<file path="config.mk">
export PLATFORM = sky130hd
export DESIGN_NAME = fdic_top
export DESIGN_NICKNAME = d
export VERILOG_FILES = /design/src/fdic_pkg.sv /design/src/fdic_top.sv /design/src/fdic_pin_sync.sv
export SDC_FILE = /design/constraint.sdc
export NUM_CORES = 1
export LEC_CHECK = 0
export ABC_CLOCK_PERIOD_IN_PS = 9300
export BUFFER_PORTS_ARGS = -buffer_cell sky130_fd_sc_hd__buf_2
export CORE_UTILIZATION = 49
export DETAILED_ROUTE_END_ITERATION = 10
export GPL_ROUTABILITY_DRIVEN = 1
export PLACE_DENSITY = 0.67
export SYNTH_ARGS = -nofsm -noshare
export SYNTH_HDL_FRONTEND = slang
export SYNTH_SLANG_ARGS = --single-unit
</file>
<file path="constraint.sdc">
create_clock -name i_core_clk -period 9.3 [get_ports i_core_clk]
set_input_delay 0.93 -clock i_core_clk [delete_from_list [all_inputs] [get_ports i_core_clk]]
set_output_delay 0.93 -clock i_core_clk [all_outputs]
set_load 0.01 [all_outputs]
</file>
<file path="src/fdic_pkg.sv">
// constants, carriers and lookup functions for the flash driver control port
// assumes a single 125 MHz core clock; every pin is synchronised before use
// Function
// - zero mode field shuts down unless forced/torch-enabled
// - overtemp kills power stage, sinks; sticky flags cleared by read
// - after overtemp only voltage mode resumes automatically
// - start is sda falling while scl high
// - seven-bit address plus direction, compared to own address
// - acknowledge only a matching address, ninth clock
// - nine-clock groups: eight data bits plus receiver acknowledge
// - stop is sda rising while scl high; release
// - unimplemented register reads return zero
// - master code 00001xxx recognised, not acknowledged, enters hs
// - hs runs normal protocol; stop returns to f/s
// - write is address, register byte, data byte, each acknowledged
// - data commits on falling edge of its acknowledge clock
// - register byte low three bits select register
// - bit 7 forces voltage mode; reads return pin
// - mode field: shutdown, torch, torch+flash, voltage source
// - mode field must be rewritten within 11.2 s; only torch and torch+flash time out
// - mode field shared between control words one and two
// - outer torch level: 0/50/75/100 mA, reset 01
// - centre torch level eight steps; tx mask allows 350/500
// - both torch levels zero selects voltage regulation
// - voltage regulation uses four-bit boost voltage code
package fdic_pkg;

  // register pointers, low three bits of the register-address byte
  localparam logic [2:0] REG_CTRL_ONE = 3'h1;
  localparam logic [2:0] REG_FLASH_CTRL = 3'h2;
  localparam logic [2:0] REG_OT_STATUS = 3'h3;
  localparam logic [2:0] REG_BOOST_CODE = 3'h4;

  // operating-select codes
  localparam logic [1:0] OP_SHUTDOWN = 2'h0;
  localparam logic [1:0] OP_TORCH = 2'h1;
  localparam logic [1:0] OP_TORCH_FLASH = 2'h2;
  localparam logic [1:0] OP_VOLTAGE = 2'h3;

  // control word one layout, msb first
  typedef struct packed {
    logic voltage_mode_force;
    logic [1:0] op_select;
    logic [1:0] torch_level_outer;
    logic [2:0] torch_level_center;
  } fdic_ctrl_one_type;

  // flash control word layout; the flash-current bits are only stored
  typedef struct packed {
    logic voltage_mode_force;
    logic [1:0] op_select;
    logic [4:0] flash_fields;
  } fdic_flash_word_type;

  // drive bundle towards the analog section
  typedef struct packed {
    logic power_stage_en;
    logic sinks_en;
    logic voltage_regulation;
    logic flash_ready;
    logic [9:0] outer_ma;
    logic [9:0] center_ma;
    logic [3:0] boost_voltage_code;
  } fdic_drive_type;

  localparam fdic_ctrl_one_type CTRL_ONE_RESET = '{1'b0, 2'h0, 2'h1, 3'h1};
  localparam logic [4:0] FLASH_FIELDS_RESET = 5'h03;
  localparam logic [3:0] BOOST_CODE_RESET = 4'h0;
  localparam logic [1:0] OT_FLAGS_SET = 2'h3;
  localparam logic [1:0] OT_FLAGS_CLEAR = 2'h0;
  localparam logic [7:0] READ_ZERO = 8'h00;

  // serial protocol constants
  localparam logic [6:0] SLAVE_ADDR_DEF = 7'h33; // arbitrary default
  localparam logic [4:0] HS_CODE_PREFIX = 5'h01;
  localparam logic [3:0] BITS_PER_BYTE = 4'h8;
  localparam logic [3:0] FIRST_TX_BIT = 4'h1;

  // torch safety timeout
  localparam longint unsigned SAFETY_TIMEOUT_MS = 64'd11200;
  localparam longint unsigned CORE_CLK_KHZ = 64'd125000;
  localparam longint unsigned SAFETY_CYCLES_DEF = SAFETY_TIMEOUT_MS * CORE_CLK_KHZ;
  localparam int SAFETY_CNT_W = 31;

  typedef enum logic [3:0] {
    ST_IDLE, ST_ADDR, ST_ADDR_ACK, ST_REG, ST_REG_ACK,
    ST_WDATA, ST_WDATA_ACK, ST_RDATA, ST_RDATA_ACK, ST_IGNORE
  } fdic_i2c_state_type;

  // outer led torch current in mA
  function automatic logic [9:0] fdic_outer_ma(input logic [1:0] code);
    case (code)
      2'h1: fdic_outer_ma = 10'd50;
      2'h2: fdic_outer_ma = 10'd75;
      2'h3: fdic_outer_ma = 10'd100;
      default: fdic_outer_ma = 10'd0;
    endcase
  endfunction

  // centre led torch current in mA; the top two codes step up under tx mask
  function automatic logic [9:0] fdic_center_ma(input logic [2:0] code, input logic tx_mask);
    case (code)
      3'h1: fdic_center_ma = 10'd50;
      3'h2: fdic_center_ma = 10'd75;
      3'h3: fdic_center_ma = 10'd100;
      3'h4: fdic_center_ma = 10'd125;
      3'h5: fdic_center_ma = 10'd150;
      3'h6: fdic_center_ma = tx_mask ? 10'd350 : 10'd200;
      3'h7: fdic_center_ma = tx_mask ? 10'd500 : 10'd250;
      default: fdic_center_ma = 10'd0;
    endcase
  endfunction

endpackage

</file>
<file path="src/fdic_top.sv">
// serial slave port, control words and mode/safety logic of the flash driver
// assumes open-drain sda resolved outside; scl is only sampled, never stretched
module fdic_top
  import fdic_pkg::*;
#(
  parameter logic [6:0] P_SLAVE_ADDR = SLAVE_ADDR_DEF,
  parameter logic [SAFETY_CNT_W-1:0] P_SAFETY_CYCLES = SAFETY_CYCLES_DEF[SAFETY_CNT_W-1:0]
)
(
  input wire logic i_core_clk,
  input wire logic i_rstn,
  input wire logic i_scl,
  input wire logic i_sda_in,
  output logic o_sda_out,
  output logic o_sda_oe,
  input wire logic i_voltage_mode_pin,
  input wire logic i_torch_enable,
  input wire logic i_overtemp,
  input wire logic i_tx_mask,
  output logic o_power_stage_en,
  output logic o_sinks_en,
  output logic o_voltage_regulation,
  output logic o_flash_ready,
  output logic [9:0] o_torch_outer_ma,
  output logic [9:0] o_torch_center_ma,
  output logic [3:0] o_boost_voltage_code,
  output logic o_hs_mode,
  output logic o_safety_expired
);

  // reset release
  logic rst_meta_r; // first stage of reset release
  logic rst_sync_r; // reset used by the whole design
  logic rstn;

  always_ff @(posedge i_core_clk or negedge i_rstn)
  begin
    if (!i_rstn)
    begin
      rst_meta_r <= 1'b0;
      rst_sync_r <= 1'b0;
    end
    else
    begin
      rst_meta_r <= 1'b1;
      rst_sync_r <= rst_meta_r;
    end
  end

  assign rstn = rst_sync_r;

  // pin synchronisers; bus lines idle high, the rest idle low
  logic [5:0] pins_f;
  logic scl_f;
  logic sda_f;
  logic vpin_f;
  logic torch_en_f;
  logic hot_f;
  logic tx_mask_f;

  fdic_pin_sync #(
    .WIDTH(6),
    .RESET_LEVEL(6'h30)
  ) u_pin_sync (
    .i_clk(i_core_clk),
    .i_rstn(rstn),
    .i_pin({i_scl, i_sda_in, i_voltage_mode_pin, i_torch_enable, i_overtemp, i_tx_mask}),
    .o_level(pins_f)
  );

  assign scl_f = pins_f[5];
  assign sda_f = pins_f[4];
  assign vpin_f = pins_f[3];
  assign torch_en_f = pins_f[2];
  assign hot_f = pins_f[1];
  assign tx_mask_f = pins_f[0];

  // register state, declared early because the serial engine reads it
  fdic_ctrl_one_type ctrl_r; // control word one
  fdic_ctrl_one_type ctrl_nxt;
  logic [4:0] flash_r; // stored flash-current bits of word two
  logic [4:0] flash_nxt;
  logic [3:0] boost_r; // boost voltage code
  logic [3:0] boost_nxt;
  logic [1:0] ot_flags_r; // sticky overtemp flags
  logic [1:0] ot_flags_nxt;
  logic mode_written; // any write touching the shared mode field
  logic safety_expire; // one-cycle timeout pulse

  // serial engine state
  fdic_i2c_state_type st_r;
  fdic_i2c_state_type st_nxt;
  logic [3:0] bitcnt_r; // bits seen or driven in the current byte
  logic [3:0] bitcnt_nxt;
  logic [7:0] shift_r; // receive shifter
  logic [7:0] shift_nxt;
  logic [7:0] tx_r; // transmit shifter
  logic [7:0] tx_nxt;
  logic rw_r; // latched direction bit
  logic rw_nxt;
  logic [2:0] ptr_r; // register pointer
  logic [2:0] ptr_nxt;
  logic sda_low_r; // pulls sda low when set
  logic sda_low_nxt;
  logic nack_r; // master answer after a read byte
  logic nack_nxt;
  logic hs_r; // high-speed mode seen
  logic hs_nxt;
  logic scl_q_r; // previous filtered scl
  logic sda_q_r; // previous filtered sda
  logic wr_stb; // commit pulse for a written byte
  logic rd_stb; // a byte was loaded for reading
  logic [7:0] rd_byte; // read mux output

  logic scl_rise;
  logic scl_fall;
  logic start_det;
  logic stop_det;

  // bus conditions from filtered lines
  assign scl_rise = scl_f && !scl_q_r;
  assign scl_fall = !scl_f && scl_q_r;
  assign start_det = scl_f && scl_q_r && sda_q_r && !sda_f;
  assign stop_det = scl_f && scl_q_r && !sda_q_r && sda_f;

  // read mux; bit 7 shows the pin level, not the stored force bit
  always_comb
  begin
    fdic_ctrl_one_type rd_ctrl;
    fdic_flash_word_type rd_flash;
    rd_ctrl = ctrl_r;
    rd_ctrl.voltage_mode_force = vpin_f;
    rd_flash.voltage_mode_force = vpin_f;
    rd_flash.op_select = ctrl_r.op_select;
    rd_flash.flash_fields = flash_r;
    if (ptr_r == REG_CTRL_ONE)
    begin
      rd_byte = rd_ctrl;
    end
    else if (ptr_r == REG_FLASH_CTRL)
    begin
      rd_byte = rd_flash;
    end
    else if (ptr_r == REG_OT_STATUS)
    begin
      rd_byte = {6'h00, ot_flags_r};
    end
    else if (ptr_r == REG_BOOST_CODE)
    begin
      rd_byte = {4'h0, boost_r};
    end
    else
    begin
      rd_byte = READ_ZERO;
    end
  end

  // serial engine next state: sample on scl rise, act on scl fall
  always_comb
  begin
    st_nxt = st_r;
    bitcnt_nxt = bitcnt_r;
    shift_nxt = shift_r;
    tx_nxt = tx_r;
    rw_nxt = rw_r;
    ptr_nxt = ptr_r;
    sda_low_nxt = sda_low_r;
    nack_nxt = nack_r;
    hs_nxt = hs_r;
    wr_stb = 1'b0;
    rd_stb = 1'b0;
    if (stop_det)
    begin
      // release and leave high-speed mode
      st_nxt = ST_IDLE;
      sda_low_nxt = 1'b0;
      hs_nxt = 1'b0;
    end
    else if (start_det)
    begin
      // start or repeated start, hs mode kept across repeats
      st_nxt = ST_ADDR;
      bitcnt_nxt = '0;
      sda_low_nxt = 1'b0;
    end
    else if (scl_rise)
    begin
      if (st_r == ST_ADDR || st_r == ST_REG || st_r == ST_WDATA)
      begin
        shift_nxt = {shift_r[6:0], sda_f};
        bitcnt_nxt = bitcnt_r + 4'h1;
      end
      else if (st_r == ST_RDATA_ACK)
      begin
        nack_nxt = sda_f;
      end
    end
    else if (scl_fall)
    begin
      case (st_r)
        ST_ADDR:
        begin
          if (bitcnt_r == BITS_PER_BYTE)
          begin
            bitcnt_nxt = '0;
            if (shift_r[7:1] == P_SLAVE_ADDR)
            begin
              st_nxt = ST_ADDR_ACK;
              sda_low_nxt = 1'b1;
              rw_nxt = shift_r[0];
            end
            else
            begin
              // foreign address or master code: stay silent
              if (shift_r[7:3] == HS_CODE_PREFIX)
              begin
                hs_nxt = 1'b1;
              end
              st_nxt = ST_IGNORE;
            end
          end
        end
        ST_ADDR_ACK:
        begin
          if (rw_r)
          begin
            // first read byte goes out right after the address ack
            st_nxt = ST_RDATA;
            tx_nxt = rd_byte;
            rd_stb = 1'b1;
            sda_low_nxt = !rd_byte[7];
            bitcnt_nxt = FIRST_TX_BIT;
          end
          else
          begin
            st_nxt = ST_REG;
            sda_low_nxt = 1'b0;
          end
        end
        ST_REG:
        begin
          if (bitcnt_r == BITS_PER_BYTE)
          begin
            bitcnt_nxt = '0;
            ptr_nxt = shift_r[2:0];
            st_nxt = ST_REG_ACK;
            sda_low_nxt = 1'b1;
          end
        end
        ST_REG_ACK:
        begin
          st_nxt = ST_WDATA;
          sda_low_nxt = 1'b0;
        end
        ST_WDATA:
        begin
          if (bitcnt_r == BITS_PER_BYTE)
          begin
            bitcnt_nxt = '0;
            st_nxt = ST_WDATA_ACK;
            sda_low_nxt = 1'b1;
          end
        end
        ST_WDATA_ACK:
        begin
          // commit on the falling edge that ends the ack clock
          wr_stb = 1'b1;
          st_nxt = ST_WDATA;
          sda_low_nxt = 1'b0;
        end
        ST_RDATA:
        begin
          if (bitcnt_r == BITS_PER_BYTE)
          begin
            // let go so the master can answer
            bitcnt_nxt = '0;
            st_nxt = ST_RDATA_ACK;
            sda_low_nxt = 1'b0;
          end
          else
          begin
            tx_nxt = {tx_r[6:0], 1'b0};
            sda_low_nxt = !tx_r[6];
            bitcnt_nxt = bitcnt_r + 4'h1;
          end
        end
        ST_RDATA_ACK:
        begin
          if (!nack_r)
          begin
            // master wants more: same register again
            st_nxt = ST_RDATA;
            tx_nxt = rd_byte;
            rd_stb = 1'b1;
            sda_low_nxt = !rd_byte[7];
            bitcnt_nxt = FIRST_TX_BIT;
          end
          else
          begin
            st_nxt = ST_IGNORE;
          end
        end
        default:
        begin
          st_nxt = st_r;
        end
      endcase
    end
  end

  // serial engine registers
  always_ff @(posedge i_core_clk or negedge rstn)
  begin
    if (!rstn)
    begin
      st_r <= ST_IDLE;
      bitcnt_r <= '0;
      shift_r <= '0;
      tx_r <= '0;
      rw_r <= 1'b0;
      ptr_r <= '0;
      sda_low_r <= 1'b0;
      nack_r <= 1'b1;
      hs_r <= 1'b0;
      scl_q_r <= 1'b1;
      sda_q_r <= 1'b1;
    end
    else
    begin
      st_r <= st_nxt;
      bitcnt_r <= bitcnt_nxt;
      shift_r <= shift_nxt;
      tx_r <= tx_nxt;
      rw_r <= rw_nxt;
      ptr_r <= ptr_nxt;
      sda_low_r <= sda_low_nxt;
      nack_r <= nack_nxt;
      hs_r <= hs_nxt;
      scl_q_r <= scl_f;
      sda_q_r <= sda_f;
    end
  end

  // register file next values; a write wins over a same-cycle timeout
  always_comb
  begin
    fdic_flash_word_type wr_flash;
    wr_flash = shift_r;
    ctrl_nxt = ctrl_r;
    flash_nxt = flash_r;
    boost_nxt = boost_r;
    mode_written = 1'b0;
    if (safety_expire)
    begin
      ctrl_nxt.op_select = OP_SHUTDOWN;
    end
    if (wr_stb)
    begin
      if (ptr_r == REG_CTRL_ONE)
      begin
        ctrl_nxt = shift_r;
        mode_written = 1'b1;
      end
      else if (ptr_r == REG_FLASH_CTRL)
      begin
        ctrl_nxt.voltage_mode_force = wr_flash.voltage_mode_force;
        ctrl_nxt.op_select = wr_flash.op_select;
        flash_nxt = wr_flash.flash_fields;
        mode_written = 1'b1;
      end
      else if (ptr_r == REG_BOOST_CODE)
      begin
        boost_nxt = shift_r[3:0];
      end
    end
  end

  // register file
  always_ff @(posedge i_core_clk or negedge rstn)
  begin
    if (!rstn)
    begin
      ctrl_r <= CTRL_ONE_RESET;
      flash_r <= FLASH_FIELDS_RESET;
      boost_r <= BOOST_CODE_RESET;
    end
    else
    begin
      ctrl_r <= ctrl_nxt;
      flash_r <= flash_nxt;
      boost_r <= boost_nxt;
    end
  end

  // mode decode shared by the safety and drive logic
  logic force_eff; // pin or bit forces voltage mode
  logic vm_sel; // voltage mode selected
  logic torch_sel; // led sinks requested
  logic shutdown; // full shutdown
  logic levels_zero; // both torch levels at zero

  assign force_eff = ctrl_r.voltage_mode_force || vpin_f;
  assign vm_sel = force_eff || (ctrl_r.op_select == OP_VOLTAGE);
  assign torch_sel = (ctrl_r.op_select == OP_TORCH) || (ctrl_r.op_select == OP_TORCH_FLASH)
    || ((ctrl_r.op_select == OP_SHUTDOWN) && torch_en_f);
  assign shutdown = (ctrl_r.op_select == OP_SHUTDOWN) && !force_eff && !torch_en_f;
  assign levels_zero = (ctrl_r.torch_level_outer == '0) && (ctrl_r.torch_level_center == '0);

  // safety timer and thermal state
  logic [SAFETY_CNT_W-1:0] safety_cnt_r; // cycles since last mode refresh
  logic [SAFETY_CNT_W-1:0] safety_cnt_nxt;
  logic expired_r; // latched timeout, cleared by a mode refresh
  logic expired_nxt;
  logic suspend_r; // current modes held off after overheating
  logic suspend_nxt;

  // only torch use is timed; the timer restarts on every mode refresh
  always_comb
  begin
    safety_cnt_nxt = safety_cnt_r;
    safety_expire = 1'b0;
    expired_nxt = expired_r;
    ot_flags_nxt = ot_flags_r;
    suspend_nxt = suspend_r;
    if (mode_written || !torch_sel || (ctrl_r.op_select == OP_SHUTDOWN))
    begin
      safety_cnt_nxt = '0;
    end
    else if (safety_cnt_r == P_SAFETY_CYCLES - 1'b1)
    begin
      safety_expire = 1'b1;
      safety_cnt_nxt = '0;
    end
    else
    begin
      safety_cnt_nxt = safety_cnt_r + 1'b1;
    end
    if (mode_written)
    begin
      expired_nxt = 1'b0;
    end
    else if (safety_expire)
    begin
      expired_nxt = 1'b1;
    end
    // clear by read first, so a hot cycle in the same edge still sets
    if (rd_stb && (ptr_r == REG_OT_STATUS))
    begin
      ot_flags_nxt = OT_FLAGS_CLEAR;
    end
    if (hot_f)
    begin
      ot_flags_nxt = OT_FLAGS_SET;
      suspend_nxt = 1'b1;
    end
    else if (mode_written)
    begin
      // a fresh mode write by software lifts the suspension
      suspend_nxt = 1'b0;
    end
  end

  // safety and thermal registers
  always_ff @(posedge i_core_clk or negedge rstn)
  begin
    if (!rstn)
    begin
      safety_cnt_r <= '0;
      expired_r <= 1'b0;
      ot_flags_r <= OT_FLAGS_CLEAR;
      suspend_r <= 1'b0;
    end
    else
    begin
      safety_cnt_r <= safety_cnt_nxt;
      expired_r <= expired_nxt;
      ot_flags_r <= ot_flags_nxt;
      suspend_r <= suspend_nxt;
    end
  end

  // drive bundle; registered so the analog side sees clean levels
  fdic_drive_type drv_r;
  fdic_drive_type drv_nxt;
  logic halted; // power stage and sinks forced off

  assign halted = hot_f || (suspend_r && !vm_sel);

  always_comb
  begin
    drv_nxt.power_stage_en = !shutdown && !halted;
    drv_nxt.sinks_en = torch_sel && !levels_zero && !halted
      && (ctrl_r.op_select != OP_VOLTAGE);
    drv_nxt.voltage_regulation = !shutdown && (vm_sel || levels_zero);
    drv_nxt.flash_ready = (ctrl_r.op_select == OP_TORCH_FLASH) && !halted;
    drv_nxt.outer_ma = fdic_outer_ma(ctrl_r.torch_level_outer);
    drv_nxt.center_ma = fdic_center_ma(ctrl_r.torch_level_center, tx_mask_f);
    drv_nxt.boost_voltage_code = boost_r;
  end

  // drive register
  always_ff @(posedge i_core_clk or negedge rstn)
  begin
    if (!rstn)
    begin
      drv_r <= '0;
    end
    else
    begin
      drv_r <= drv_nxt;
    end
  end

  // outputs; sda is open drain, only ever pulled low
  assign o_sda_out = 1'b0;
  assign o_sda_oe = sda_low_r;
  assign o_power_stage_en = drv_r.power_stage_en;
  assign o_sinks_en = drv_r.sinks_en;
  assign o_voltage_regulation = drv_r.voltage_regulation;
  assign o_flash_ready = drv_r.flash_ready;
  assign o_torch_outer_ma = drv_r.outer_ma;
  assign o_torch_center_ma = drv_r.center_ma;
  assign o_boost_voltage_code = drv_r.boost_voltage_code;
  assign o_hs_mode = hs_r;
  assign o_safety_expired = expired_r;

endmodule

</file>
<file path="src/fdic_pin_sync.sv">
// three-stage synchroniser with agreement filter for asynchronous pins
// assumes the reset given here is already synchronous to the clock
module fdic_pin_sync
  import fdic_pkg::*;
#(
  parameter int WIDTH = 1,
  parameter logic [WIDTH-1:0] RESET_LEVEL = '0
)
(
  input wire logic i_clk,
  input wire logic i_rstn,
  input wire logic [WIDTH-1:0] i_pin,
  output logic [WIDTH-1:0] o_level
);

  logic [WIDTH-1:0] meta_r; // first stage, read only by the second
  logic [WIDTH-1:0] sync_r; // second stage
  logic [WIDTH-1:0] hold_r; // third stage
  logic [WIDTH-1:0] level_r; // filtered level
  logic [WIDTH-1:0] level_nxt;

  // a change is only taken once stages two and three agree,
  // which rejects a single-cycle glitch at the cost of one cycle of delay
  always_comb
  begin
    for (int i = 0; i < WIDTH; i++)
    begin
      level_nxt[i] = (sync_r[i] == hold_r[i]) ? hold_r[i] : level_r[i];
    end
  end

  // plain shift chain plus filtered level
  always_ff @(posedge i_clk or negedge i_rstn)
  begin
    if (!i_rstn)
    begin
      meta_r <= RESET_LEVEL;
      sync_r <= RESET_LEVEL;
      hold_r <= RESET_LEVEL;
      level_r <= RESET_LEVEL;
    end
    else
    begin
      meta_r <= i_pin;
      sync_r <= meta_r;
      hold_r <= sync_r;
      level_r <= level_nxt;
    end
  end

  assign o_level = level_r;

endmodule

</file>
# Yosys cells after proc, flatten, opt, wreduce, memory -nomap -nowiden
# Index checks and enable logic that the tools add are counted.
[classes]
addsub = 2
eq_ne = 54
muxes = 82
bitwise = 6
n_reduce_logical = 75
[ops]
columns = ["operator", "count"]
rows = [
  ["4-bit 2-to-1 mux", 20],
  ["9-bit one-hot mux with 7 select lines", 1],
  ["31-bit 2-to-1 mux", 2],
  ["7-bit one-hot mux with 3 select lines", 2],
  ["1-bit 2-to-1 mux", 38],
  ["7-bit AND reduction", 5],
  ["31-bit by 1-bit adder with 31-bit output, second input constant", 1],
  ["31-bit equality test, second input constant", 1],
  ["7-bit 2-to-1 mux", 4],
  ["4-bit one-hot mux with 7 select lines", 1],
  ["1-bit logical AND", 19],
  ["9-bit 2-to-1 mux", 2],
  ["4-bit by 3-bit equality test with 1-bit output, second input constant", 4],
  ["8-bit 2-to-1 mux", 2],
  ["4-bit by 3-bit inequality test with 1-bit output, second input constant", 4],
  ["4-bit inequality test, second input constant", 4],
  ["4-bit one-hot mux with 4 select lines", 1],
  ["2-bit nonzero test", 8],
  ["3-bit equality test, second input constant", 5],
  ["1-bit zero test", 13],
  ["3-bit by 2-bit equality test with 1-bit output, second input constant", 4],
  ["1-bit logical OR", 10],
  ["2-bit inequality test, second input constant", 5],
  ["3-bit 2-to-1 mux", 3],
  ["32 further kinds", 60],
]
[word_totals]
ff_bits = 135
input_bits = 8
output_inout_bits = 32
elab_cells = 258

# Logic depth before layout (Yosys ltp)
# Gate-level depths: netlist (run 1).
[depth]
word_depth = 14
mapped_depth = 9
mapped_depth_nobuf = 7

# Cells and area by module
# From an unflattened synthesis (run 1), not the netlist that was laid out.
[hier_totals]
hier_cells = 563
area_unflattened_um2 = 6175.9
[modules_own_cells]
columns = ["module", "n_inst", "cells_each", "area_each_um2", "seq_area_each_um2"]
rows = [
  ["fdic_top", 1, 533, 5497.8, 2711.4],
  ["fdic_pin_sync", 1, 30, 678.2, 610.6],
]

# Worst setup path before layout (run 1)
# Ideal clock, no wire load.
[synth_path]
path_type = "flip-flop to flip-flop"
startpoint = "register scl_q_r"
endpoint = "register flash_r[2]"
setup_ps = 125
arrival_time_ps = 2039
required_time_ps = 9175
path_slack_ps = 7135
path_stages_with_launch = 8
path_buffers = 1
synth_period_minus_slack_ps = 2165
path_cell_list = "dfstp_2 -> inv_1 -> ha_1 -> nand4bb_1 -> or3_4 -> or3_1 -> buf_6 -> mux2_4"
[synth_via]
elab_chain_cells = 6
elab_cells_between_ends = 13
cone_classes = "mux (4); reduce/logical (9)"
[synth_lines]
columns = ["item", "line_no", "rtl"]
rows = [
  ["start: declaration", "fdic_top.sv:109", "logic scl_q_r;"],
  ["start signal: assignment", "fdic_top.sv:339", "scl_q_r <= scl_f;"],
  ["1-bit logical AND (tied with other cells)", "fdic_top.sv:122", "assign scl_fall = !scl_f && scl_q_r;"],
  ["1-bit 2-to-1 mux (tied with other cells)", "fdic_top.sv:198", "else if (scl_fall)"],
  ["1-bit 2-to-1 mux or 1-bit logical AND (tied branches)", "fdic_top.sv:186, fdic_top.sv:123", ""],
  ["1-bit 2-to-1 mux", "fdic_top.sv:179", "else if (start_det)"],
  ["1-bit 2-to-1 mux *", "fdic_top.sv:172", "if (stop_det)"],
  ["3-bit AND reduction (no source line) *", "n/a", ""],
  ["end signal: assignment", "fdic_top.sv:390", "flash_r <= flash_nxt;"],
  ["end: declaration", "fdic_top.sv:81", "logic [4:0] flash_r;"],
]
# Every way passes the cells marked *; elsewhere a longest branch is shown, timed or not.
# A chain may end at the register's enable or synchronous reset.

# Worst setup path after layout (run 1)
[layout_path]
startpoint = "register scl_q_r"
endpoint = "register safety_cnt_r[25]"
[layout_via]
elab_chain_cells = 9
elab_cells_between_ends = 16
cone_classes = "mux (6); reduce/logical (10)"
[layout_lines]
columns = ["item", "line_no", "rtl"]
rows = [
  ["1-bit logical AND (tied with other cells)", "fdic_top.sv:122", ""],
  ["1-bit 2-to-1 mux (tied with other cells)", "fdic_top.sv:198", ""],
  ["1-bit 2-to-1 mux or 1-bit logical AND (tied branches)", "fdic_top.sv:186, fdic_top.sv:123", ""],
  ["1-bit 2-to-1 mux", "fdic_top.sv:179", ""],
  ["1-bit 2-to-1 mux *", "fdic_top.sv:172", ""],
  ["1-bit 2-to-1 mux *", "fdic_top.sv:357", "if (wr_stb)"],
  ["1-bit logical OR * (2 in series)", "fdic_top.sv:425", "if (mode_written || !torch_sel || (ctrl_r.op_select == OP_SHUTDOWN))"],
  ["31-bit 2-to-1 mux *", "fdic_top.sv:425", ""],
  ["net safety_cnt_nxt[25]", "fdic_top.sv:411", "logic [SAFETY_CNT_W-1:0] safety_cnt_nxt;"],
  ["end signal: assignment", "fdic_top.sv:475", "safety_cnt_r <= safety_cnt_nxt;"],
  ["end: declaration", "fdic_top.sv:410", "logic [SAFETY_CNT_W-1:0] safety_cnt_r;"],
]
# The timed path passes the listed nets; every way through them passes the cells marked *.

==> metrics, run 1 <==
run status finished, final reports clean; worst-path cell with the longest stage delay sky130_fd_sc_hd__dfstp_2; TritonCTS clock tree built; maximum single-stage delay on the critical path around 550 ps; ratio of total power to cell area roughly 230 nW/um2; proportion of netlist area held by the largest area contributor between 40 and 50%; Initial DRC Count between 200 and 250; wire length of the first global-routing pass 21,200 um; combinational share of power approximately 15%; starting utilization of the core area 50.7%; top fanout value on the critical path 30; Final Util 58.0%; maximum count of clock buffers along a single path 2; transition time of the tightest slew-check pin 1050 ps; max-cap check violation count 0; die width approximately 110 um; synthesized instance count 565; final-stage net count just over 600; Site Rows 40; antenna cell count 0; number of antenna violations at the first check in global routing 0; leakage power of the design around 3.1 nW; Crit Path Class reg -> reg; drt wl/cell 16.2 um; critical-path cell list inv_1 > ha_1 > nand4bb_1 > a211oi_1 > nand2_1 > nand4b_1 > buf_4 > nor2_1; Synth warnings 0; largest net degree at the start of global routing 86; sequential cell fraction of total power between 40% and 50%; main area contributors after synthesis sky130_fd_sc_hd__dfrtp_1 48%, sky130_fd_sc_hd__dfstp_2 6.4%, sky130_fd_sc_hd__mux2_2 4.6%; number of fill cells in the layout around 1,000; cell-internal power about 0.0011 W; post-CTS resize count 0; final design area excluding fillers 7030 um2; global routing usage summed across all routing layers between 20% and 30%; cell taking the most area after synthesis sky130_fd_sc_hd__dfrtp_1; total cell area at the placement stage roughly 6400 um2; global-route congestion overflow total 0; relative area change from synthesis to final layout 14.4%; unrepaired setup endpoints after global routing false; layout cells sized above 1 20.2%; aggregate routed wire length ~13,000 um; mean cell area of the mapped netlist approximately 11 um2; TritonCTS buffer count 17; Main synth FF type sky130_fd_sc_hd__dfrtp_1; vias per std cell 5.58; clock-pin slew of the registers on the worst-case setup and hold paths approximately 60 ps; kind of start point of the critical path flip-flop; Critical Path AT 2950 ps; Fin Setup TNS 0 ps; count of buffers added by post-CTS timing repair for setup 0; gp weighted congestion ~0.94; type of the worst min-delay path in -> async; number of clock sinks ~130; vias post-DR about 4,400; maximum clock frequency between 300 and 400 MHz; DP HPWL 8560 um; Hold-fix buffers, CTS 0; data required time at the worst endpoint 9590 ps; Cell variety after synth 68; Pins Over Slew Limit 0; chip height 114 um; Post-synth EDFFs 0; fraction of power spent switching nets about 29%; final period utilization roughly 29%; maximum vdd ir drop 0.232 mV; tightest slew margin relative to the limit between 30 and 40%; I/O Pins 40; clk_skew a little over 9 ps; synthesized cell area slightly above 6000 um2; min cycle time layout around 2700 ps; vias in the first global route approximately 4,300; cell at the root of the clock tree sky130_fd_sc_hd__clkbuf_16; ANT nets after route 0; crit end category flip-flop; number of I/O port buffers 34; switching power ~0.00046 W; register area share after synthesis 54.1%; detailed-routing iteration count for the pre-antenna-repair pass 5; core outline area 12,100 um2; async set or reset register ratio after synthesis between 90% and 100%; post-detailed-route DRC marker count 0; H-tree level count 4; synthesis-stage register bit count between 100 and 150; final setup violation count 0; Die ar. 13,000 um2; final hold violation count 0; clock network latency to the later pin of the worst-skew pair approximately 420 ps; clock share of power 41.7%
[final cells by class]
cell class	count	area [um2]	share of cell area [%]
well taps	168	210	2.99
clock buffers	21	470	6.69
repair buffers	36	185	2.63
multi-input cells	392	2640	37.5
clock inverters	11	125	1.78
inverters	21	78.8	1.12
flip-flops and latches	132	3330	47.3
[cells by family (layout without fill, tap and decap cells)]
group / after synthesis / after routing / share of synthesized area [%]
compound gates: 86 / 86 / 9.16
xor+xnor: 30 / 30 / 4.28
fa+ha+maj: 21 / 21 / 4.03
buf+inv: 45 / 89 / 3.32
flops: 132 / 132 / 54.1
mux: 35 / 35 / 6.62
other cells: 2 / 6 / 0.122
simple gates: 214 / 214 / 18.4
[through the flow]
| step | instances | setup WS (ps) | hold slack (ps) | total power [W] |
|---|---|---|---|---|
| after floorplan | 569 | 5380 | 331 | 0.000866 |
| after global placement | 749 | 6770 | 333 | 0.000932 |
| after detailed placement | 749 | 6630 | 336 | 0.000935 |
| after CTS | 781 | 6630 | 269 | 0.00161 |
| after global routing | 781 | 6430 | 269 | 0.00167 |
| final | 781 | 6640 | 289 | 0.00159 |
[critical path: cells and delay by family (launching register included)]
kind / cells / cell delay (ps)
flops: 1 / 550
buf+inv: 2 / 380
simple gates: 4 / 850
fa+ha+maj: 1 / 340
compound gates: 1 / 410
[path summary, 6_finish.rpt]
kind / slack [ps] / start / cells after the start / endpoint
worst max-delay path: 6640 / scl_q_r / 8 / safety_cnt_r[25]
min in group i_core_clk: 350 / rst_meta_r / 0 / rst_sync_r
worst max register to register: 6640 / scl_q_r / 8 / safety_cnt_r[25]
max in group asynchronous: 7490 / rst_sync_r / 1 / u_pin_sync.o_level[1]
worst min-delay path: 290 / i_rstn / 1 / rst_sync_r
worst min register to register: 340 / rst_sync_r / 0 / safety_cnt_r[3]
[sequential cells by signal (all words and copies together), names as in the netlist, 3 cells and up]
name and flops:
bitcnt_r 4, boost_r 4, ctrl_r 8, flash_r 5
o_boost_voltage_code 4, o_torch_center_ma 9, o_torch_outer_ma 6, ptr_r 3
safety_cnt_r 31, shift_r 8, st_r 4, tx_r 7
u_pin_sync.hold_r 6, u_pin_sync.meta_r 6, u_pin_sync.o_level 6, u_pin_sync.sync_r 6
[cell usage in the layout (no fill, tap or decap), types with 4 or more instances in the layout]
cell type                   instances
sky130_fd_sc_hd__nand2b_1           6
sky130_fd_sc_hd__dfrtp_1          116
sky130_fd_sc_hd__xor2_1            11
sky130_fd_sc_hd__a21o_1             6
sky130_fd_sc_hd__nand4_1           10
sky130_fd_sc_hd__a22oi_1            7
sky130_fd_sc_hd__nor4_1             6
sky130_fd_sc_hd__ha_1              15
sky130_fd_sc_hd__nor2b_1           12
sky130_fd_sc_hd__o31ai_1            4
sky130_fd_sc_hd__a211oi_1           5
sky130_fd_sc_hd__xnor2_1           19
sky130_fd_sc_hd__nand3_1           20
sky130_fd_sc_hd__maj3_1             6
sky130_fd_sc_hd__dfstp_2           15
sky130_fd_sc_hd__inv_1             21
sky130_fd_sc_hd__buf_2             34
sky130_fd_sc_hd__and3_1            12
sky130_fd_sc_hd__o21ai_0           20
sky130_fd_sc_hd__nor2_1            57
sky130_fd_sc_hd__clkbuf_16         17
sky130_fd_sc_hd__or3_1              4
sky130_fd_sc_hd__conb_1             6
sky130_fd_sc_hd__nor3_1            10
sky130_fd_sc_hd__mux2_2            25
sky130_fd_sc_hd__mux2_4             5
sky130_fd_sc_hd__a21oi_1           20
sky130_fd_sc_hd__a31oi_1            4
sky130_fd_sc_hd__mux2i_1            5
sky130_fd_sc_hd__nand2_1           44
[Yosys cell counts (10+ instances only)]
cell type                  number
sky130_fd_sc_hd__dfrtp_1      117
sky130_fd_sc_hd__nand2_1       44
sky130_fd_sc_hd__ha_1          15
sky130_fd_sc_hd__mux2_2        25
sky130_fd_sc_hd__and3_1        12
sky130_fd_sc_hd__nor2b_1       12
sky130_fd_sc_hd__o21ai_0       20
sky130_fd_sc_hd__a21oi_1       20
sky130_fd_sc_hd__nand3_1       20
sky130_fd_sc_hd__nand4_1       10
sky130_fd_sc_hd__dfstp_2       15
sky130_fd_sc_hd__xnor2_1       19
sky130_fd_sc_hd__nor3_1        10
sky130_fd_sc_hd__xor2_1        11
sky130_fd_sc_hd__nor2_1        57
sky130_fd_sc_hd__clkbuf_1      13
sky130_fd_sc_hd__inv_1         21
[power by group through the flow]
stage	sequential, W	combinational [W]	clock [W]
after global placement	0.000703	0.000229	0
after CTS	0.000695	0.000232	0.000679
final	0.000695	0.000232	0.000663
after global routing	0.000706	0.000260	0.000705
after floorplan	0.000670	0.000196	0
after detailed placement	0.000704	0.000231	0
[metal layers]
metal  GRT usage, %  vias up  routed length [um]
met4           8.14        0                 187
li1               -     2054                   -
met3           6.48       15                 589
met5              0        -                   0
met2           33.8      121                6110
met1           28.2     2166                5790
Power figures use the tool's default switching activity.
==> inputs of run 2 (changes only) <==
--- a/config.mk
+++ b/config.mk
@@ -5,12 +5,12 @@
 export SDC_FILE = /design/constraint.sdc
 export NUM_CORES = 1
 export LEC_CHECK = 0
-export ABC_CLOCK_PERIOD_IN_PS = 9300
+export ABC_CLOCK_PERIOD_IN_PS = 2400
 export BUFFER_PORTS_ARGS = -buffer_cell sky130_fd_sc_hd__buf_2
 export CORE_UTILIZATION = 49
 export DETAILED_ROUTE_END_ITERATION = 10
 export GPL_ROUTABILITY_DRIVEN = 1
-export PLACE_DENSITY = 0.67
+export PLACE_DENSITY = 0.69
 export SYNTH_ARGS = -nofsm -noshare
 export SYNTH_HDL_FRONTEND = slang
 export SYNTH_SLANG_ARGS = --single-unit
==> constraint.sdc (replaced) <==
create_clock -name i_core_clk -period 2.4 [get_ports i_core_clk]
set_input_delay 0.24 -clock i_core_clk [delete_from_list [all_inputs] [get_ports i_core_clk]]
set_output_delay 0.24 -clock i_core_clk [all_outputs]
set_load 0.01 [all_outputs]
==> run 2 against run 1 <==
Net effect:
- worst setup slack worse by 6500 ps
- hold slack worse by 160 ps
- non-clock buffer count up 23
- cell area up 2.9%
==> metrics, run 2 (synthesized netlist as in run 1, its figures left out) <==
run status finished, final reports clean; kind of start point of the critical path flip-flop; cell at the root of the clock tree sky130_fd_sc_hd__clkbuf_16; number of I/O port buffers 34; clock-pin slew of the registers on the worst-case setup and hold paths approximately 50 ps; detailed-routing iteration count for the pre-antenna-repair pass 5; final hold violation count 0; clk_skew between 7 and 8 ps; TritonCTS buffer count 17; relative area change from synthesis to final layout 17.8%; number of flip-flops under the largest register name 31; Site Rows 40; data required time at the worst endpoint 2700 ps; top library cells by usage in the layout, fill and taps aside 116 x sky130_fd_sc_hd__dfrtp_1, 57 x sky130_fd_sc_hd__nor2_1, 44 x sky130_fd_sc_hd__nand2_1; max-cap check violation count 0; type of the worst min-delay path in -> async; drt wl/cell approximately 16 um; Worst Setup EP flash_r[2]; core outline area 12,100 um2; post-detailed-route DRC marker count 0; Final Total Pwr between 0.006 and 0.007 W; Critical Path AT between 2000 and 3000 ps; clock network latency to the later pin of the worst-skew pair between 400 and 500 ps; number of clock sinks approximately 130; final-stage net count 646; critical-path cell list xor2_1 > and2_4 > or3_4 > or3_1 > mux2_4; CP Buf/Inv Count 0; TritonCTS clock tree built; vias in the first global route 4,291; final setup violation count 0; maximum single-stage delay on the critical path around 600 ps; commonest non-fill, non-tap cell in the layout sky130_fd_sc_hd__dfrtp_1; maximum count of clock buffers along a single path 2; ANT nets after route 0; tightest slew margin relative to the limit between 50% and 60%; global routing usage summed across all routing layers 21.4%; ratio of total power to cell area around 850 nW/um2; maximum clock frequency 440 MHz; Initial DRC Count roughly 320; global-route congestion overflow total 0; largest net degree at the start of global routing 47; Fin Setup TNS 0 ps; CP Depth 5; top fanout value on the critical path 8; crit end category flip-flop; layout cells sized above 1 approximately 22%; chip height approximately 110 um; Pins Over Slew Limit 0; min cycle time layout ~2300 ps; delay-heaviest family, CP simple AND/OR/NAND/NOR gates; maximum vdd ir drop about 0.63 mV; setup slack on the worst flop-to-flop path 130 ps; Die ar. roughly 13,000 um2; number of antenna violations at the first check in global routing 0; vias per std cell about 5.4; antenna cell count 0; area used by multi-input combinational logic ~2600 um2; worst-path cell with the longest stage delay sky130_fd_sc_hd__dfstp_2; transition time of the tightest slew-check pin between 600 and 700 ps; count of buffers added by post-CTS timing repair for setup 0; Crit Path Class reg -> reg; leakage power of the design between 3 and 4 nW; DP HPWL 8880 um; number of fill cells in the layout roughly 1,000; unrepaired setup endpoints after global routing false; final period utilization a little over nine tenths; gp weighted congestion 0.911; R2R depth 5; Reg area ~3300 um2; die width around 110 um; starting utilization of the core area 50.7%; destination of the worst register-to-register timing path flash_r[2]; Setup crit start u_pin_sync.o_level[4]; critical register-to-register path startpoint u_pin_sync.o_level[4]; register ranked first by flip-flop count safety_cnt_r; I/O Pins 40; aggregate routed wire length 12,700 um; vias post-DR between 4,000 and 5,000; H-tree level count 4; wire length of the first global-routing pass ~21,000 um
-- run 2: cell count changes in the layout (fill, tap and decap cells not counted), moves of 2 or more --
cell / previous run / this run
sky130_fd_sc_hd__buf_12: 0 / 3
sky130_fd_sc_hd__buf_4: 2 / 15
sky130_fd_sc_hd__clkbuf_8: 3 / 5
sky130_fd_sc_hd__clkinv_2: 3 / 6
sky130_fd_sc_hd__clkinv_4: 3 / 1
sky130_fd_sc_hd__dlygate4sd3_1: 0 / 7
-- run 2: layout make-up --
type                            count  share of cell area, %
Sequential cell                   132                   46.0
Multi-Input combinational cell    392                   36.4
Clock buffer                       23                   6.88
Clock inverter                      9                   1.05
Inverter                           21                   1.09
Timing Repair Buffer               59                   5.71
Tap cell                          168                   2.90
-- run 2: timing repair --
item                                    CTS  global route
resized for setup                         0             1
endpoints found under the setup margin    0             2
hold buffers                              7             0
endpoints found under the hold margin     8             0
-- run 2: report_power, final --
part,leakage (nW),switching (W),internal [W]
registers,1.71,0.000287,0.00240
logic,1.24,0.000551,0.000449
clock network,0.288,0.000926,0.00155
-- run 2: stage by stage --
step | cells | worst slack (ps) | utilization, % | hold slack, ps | instance area (um2)
5_1_grt | 804 | 6.20 | 59.8 | 139 | 7240
3_3_place_gp | 765 | 158 | 54.4 | 24.6 | 6590
2_1_floorplan | 569 | 218 | - | -55.6 | 6160
3_5_place_dp | 765 | 129 | 54.4 | 27.4 | 6590
6_report | 804 | 126 | 59.8 | 131 | 7240
4_1_cts | 804 | 121 | 59.8 | 115 | 7240
-- run 2: worst register-to-register path, delay by kind of cell (launching register included) --
| family | cells | cell delay (ps) |
|---|---|---|
| simple gates | 3 | 1060 |
| flops | 1 | 600 |
| mux | 1 | 340 |
| xor+xnor | 1 | 160 |
-- run 2: metal layers --
layer / vias to the layer above / routed length, um / global-route usage, %
li1: 2103 / - / -
met1: 2151 / 5980 / 27.6
met2: 88 / 6020 / 34.2
met3: 24 / 457 / 6.11
met4: 0 / 236 / 8.66
met5: - / 0 / 0
-- run 2: how the worst min path moves through the flow --
stage                  to
2_1_floorplan  rst_meta_r
3_3_place_gp   rst_meta_r
3_5_place_dp   rst_meta_r
4_1_cts        rst_meta_r
5_1_grt        rst_meta_r
6_report       rst_meta_r
==> inputs of run 3 (changes only) <==
--- a/config.mk
+++ b/config.mk
@@ -10,7 +10,7 @@
 export CORE_UTILIZATION = 49
 export DETAILED_ROUTE_END_ITERATION = 10
 export GPL_ROUTABILITY_DRIVEN = 1
-export PLACE_DENSITY = 0.69
+export PLACE_DENSITY = 0.72
 export SYNTH_ARGS = -nofsm -noshare
 export SYNTH_HDL_FRONTEND = slang
 export SYNTH_SLANG_ARGS = --single-unit
==> run 3 against run 2 <==
Net effect:
- global-route usage increased by 0.17 points
- sequential share of layout area fell by 0.29 points
- final cell count up 0.12%
- clock skew down 2.7 ps
- flip-flop and latch count unchanged
- clock power is 8.9% higher
- hold slack improved by 2.9 ps
- count of clock-buffer cells in the layout decreased by 4
- register-to-register slack worse by 40 ps
- die area unchanged
- sequential power about the same
- non-clock buffer count up 1
- critical endpoint is now flash_r[3]
- largest cell class unchanged
==> metrics, run 3 (synthesized netlist as in run 1, its figures left out) <==
run status finished, final reports clean; vias per std cell roughly 5.4; gp weighted congestion around 0.85; post-CTS resize count 0; clk_skew ~5.2 ps; core outline area approximately 12,000 um2; maximum vdd ir drop between 0.7 and 0.8 mV; unrepaired setup endpoints after global routing false; critical-path cell list inv_1 > ha_1 > nand4bb_1 > or3_4 > or3_1 > mux2_4; top library cells by usage in the layout, fill and taps aside 116 x sky130_fd_sc_hd__dfrtp_1, 57 x sky130_fd_sc_hd__nor2_1, 44 x sky130_fd_sc_hd__nand2_1; Final Total Pwr ~0.0064 W; critical register-to-register path startpoint scl_q_r; ANT nets after route 0; clock share of power 42.4%; detailed-routing iteration count for the pre-antenna-repair pass 4; final setup violation count 0; tightest slew margin relative to the limit 59.4%; number of fill cells in the layout approximately 1,000; Met2 Routed Length roughly 6200 um; Setup crit start scl_q_r; destination of the worst register-to-register timing path flash_r[3]; post-detailed-route DRC marker count 0; cell-internal power approximately 0.0046 W; global-route congestion overflow total 0; min cycle time layout ~2300 ps; I/O Pins 40; cell at the root of the clock tree sky130_fd_sc_hd__clkbuf_16; antenna cell count 0; chip height approximately 110 um; kind of start point of the critical path flip-flop; clock-pin slew of the registers on the worst-case setup and hold paths approximately 60 ps; Initial DRC Count between 200 and 300; relative area change from synthesis to final layout 18.5%; number of I/O port buffers 34; wire length of the first global-routing pass about 22,000 um; combinational share of power 15.6%; Fin Setup TNS 0 ps; Routed met1 length between 6000 and 7000 um; Pins Over Slew Limit 0; global routing usage summed across all routing layers between 20 and 25%; count of buffers added by post-CTS timing repair for setup 0; Site Rows 40; crit end category flip-flop; number of flip-flops under the largest register name 31; final period utilization between 90 and 100%; R2R depth 6; Hold-fix buffers, CTS 7; vias in the first global route about 4,400; drt wl/cell 15.9 um; register ranked first by flip-flop count safety_cnt_r; ratio of total power to cell area around 880 nW/um2; top fanout value on the critical path 5; Die ar. ~13,000 um2; die width 114 um; vias post-DR roughly 4,400; switching power ~0.0018 W; TritonCTS clock tree built; data required time at the worst endpoint approximately 2700 ps; final-stage net count approximately 650; leakage power of the design between 3 and 4 nW; maximum single-stage delay on the critical path 560 ps; clock network latency to the later pin of the worst-skew pair 410 ps; Crit Path Class reg -> reg; max-cap check violation count 0; setup slack on the worst flop-to-flop path roughly 81 ps; topmost layer with routed signal wires met4; met3 routed wirelength about 420 um; aggregate routed wire length ~13,000 um; type of the worst min-delay path in -> async; maximum clock frequency roughly 430 MHz; sequential cell fraction of total power about two fifths; fraction of power spent switching nets between 20 and 30%; starting utilization of the core area between 50 and 60%; layout cells sized above 1 ~22%; maximum count of clock buffers along a single path 2; commonest non-fill, non-tap cell in the layout sky130_fd_sc_hd__dfrtp_1; number of clock sinks between 100 and 150; largest net degree at the start of global routing 46; DP HPWL 9010 um; transition time of the tightest slew-check pin between 600 and 700 ps; Critical Path AT roughly 2600 ps; number of antenna violations at the first check in global routing 0; worst-path cell with the longest stage delay sky130_fd_sc_hd__dfstp_2; final hold violation count 0; TritonCTS buffer count 17; H-tree level count 4
[run 3: layout make-up]
class | instances | area, um2 | area share, %
sequential | 132 | 3330 | 45.7
inverter | 21 | 78.8 | 1.08
tap | 168 | 210 | 2.89
clock buffer | 19 | 443 | 6.08
multi-input combinational | 392 | 2640 | 36.2
clock inverter | 13 | 183 | 2.51
timing repair buffer | 60 | 408 | 5.60
[run 3: worst max path at each step]
stage	endpoint	slack, ps	depth (start not counted)
floorplan	bitcnt_r[0]	220	0
global placement	flash_r[3]	160	6
detailed placement	flash_r[2]	110	6
CTS	flash_r[3]	100	6
global route	flash_r[3]	2	6
finish	flash_r[3]	80	6
[run 3: through the flow]
stage | hold slack [ps] | instance area (um2) | utilization (%) | std cells | setup WS, ps
floorplan | -55.6 | 6160 | - | 569 | 218
global placement | 25.1 | 6590 | 54.4 | 766 | 163
detailed placement | 28.1 | 6590 | 54.4 | 766 | 113
CTS | 120 | 7280 | 60.1 | 805 | 99.1
global route | 125 | 7280 | 60.1 | 805 | 2.01
finish | 134 | 7280 | 60.1 | 805 | 81.2
[run 3: power groups by stage]
stage	clock, W	combinational [W]	sequential (W)
final	0.00270	0.000992	0.00268
after global routing	0.00286	0.00111	0.00271
after CTS	0.00276	0.000985	0.00267
after detailed placement	0	0.000973	0.00271
after global placement	0	0.000949	0.00270
after floorplan	0	0.000758	0.00260
[run 3: critical path: cells and delay by family, from the launching register on]
family,cells,cell delay (ps)
and+or+nand+nor,3,1050
adders and majority gates,1,180
buffers and inverters,1,60
muxes,1,350
DFF,1,560
[run 3: per-layer routing]
layer / track usage [%] / vias to the layer above
met3: 6.59 / 9
met1: 28.2 / 2182
met4: 7.36 / 0
met5: 0 / -
li1: - / 2102
met2: 34.3 / 90
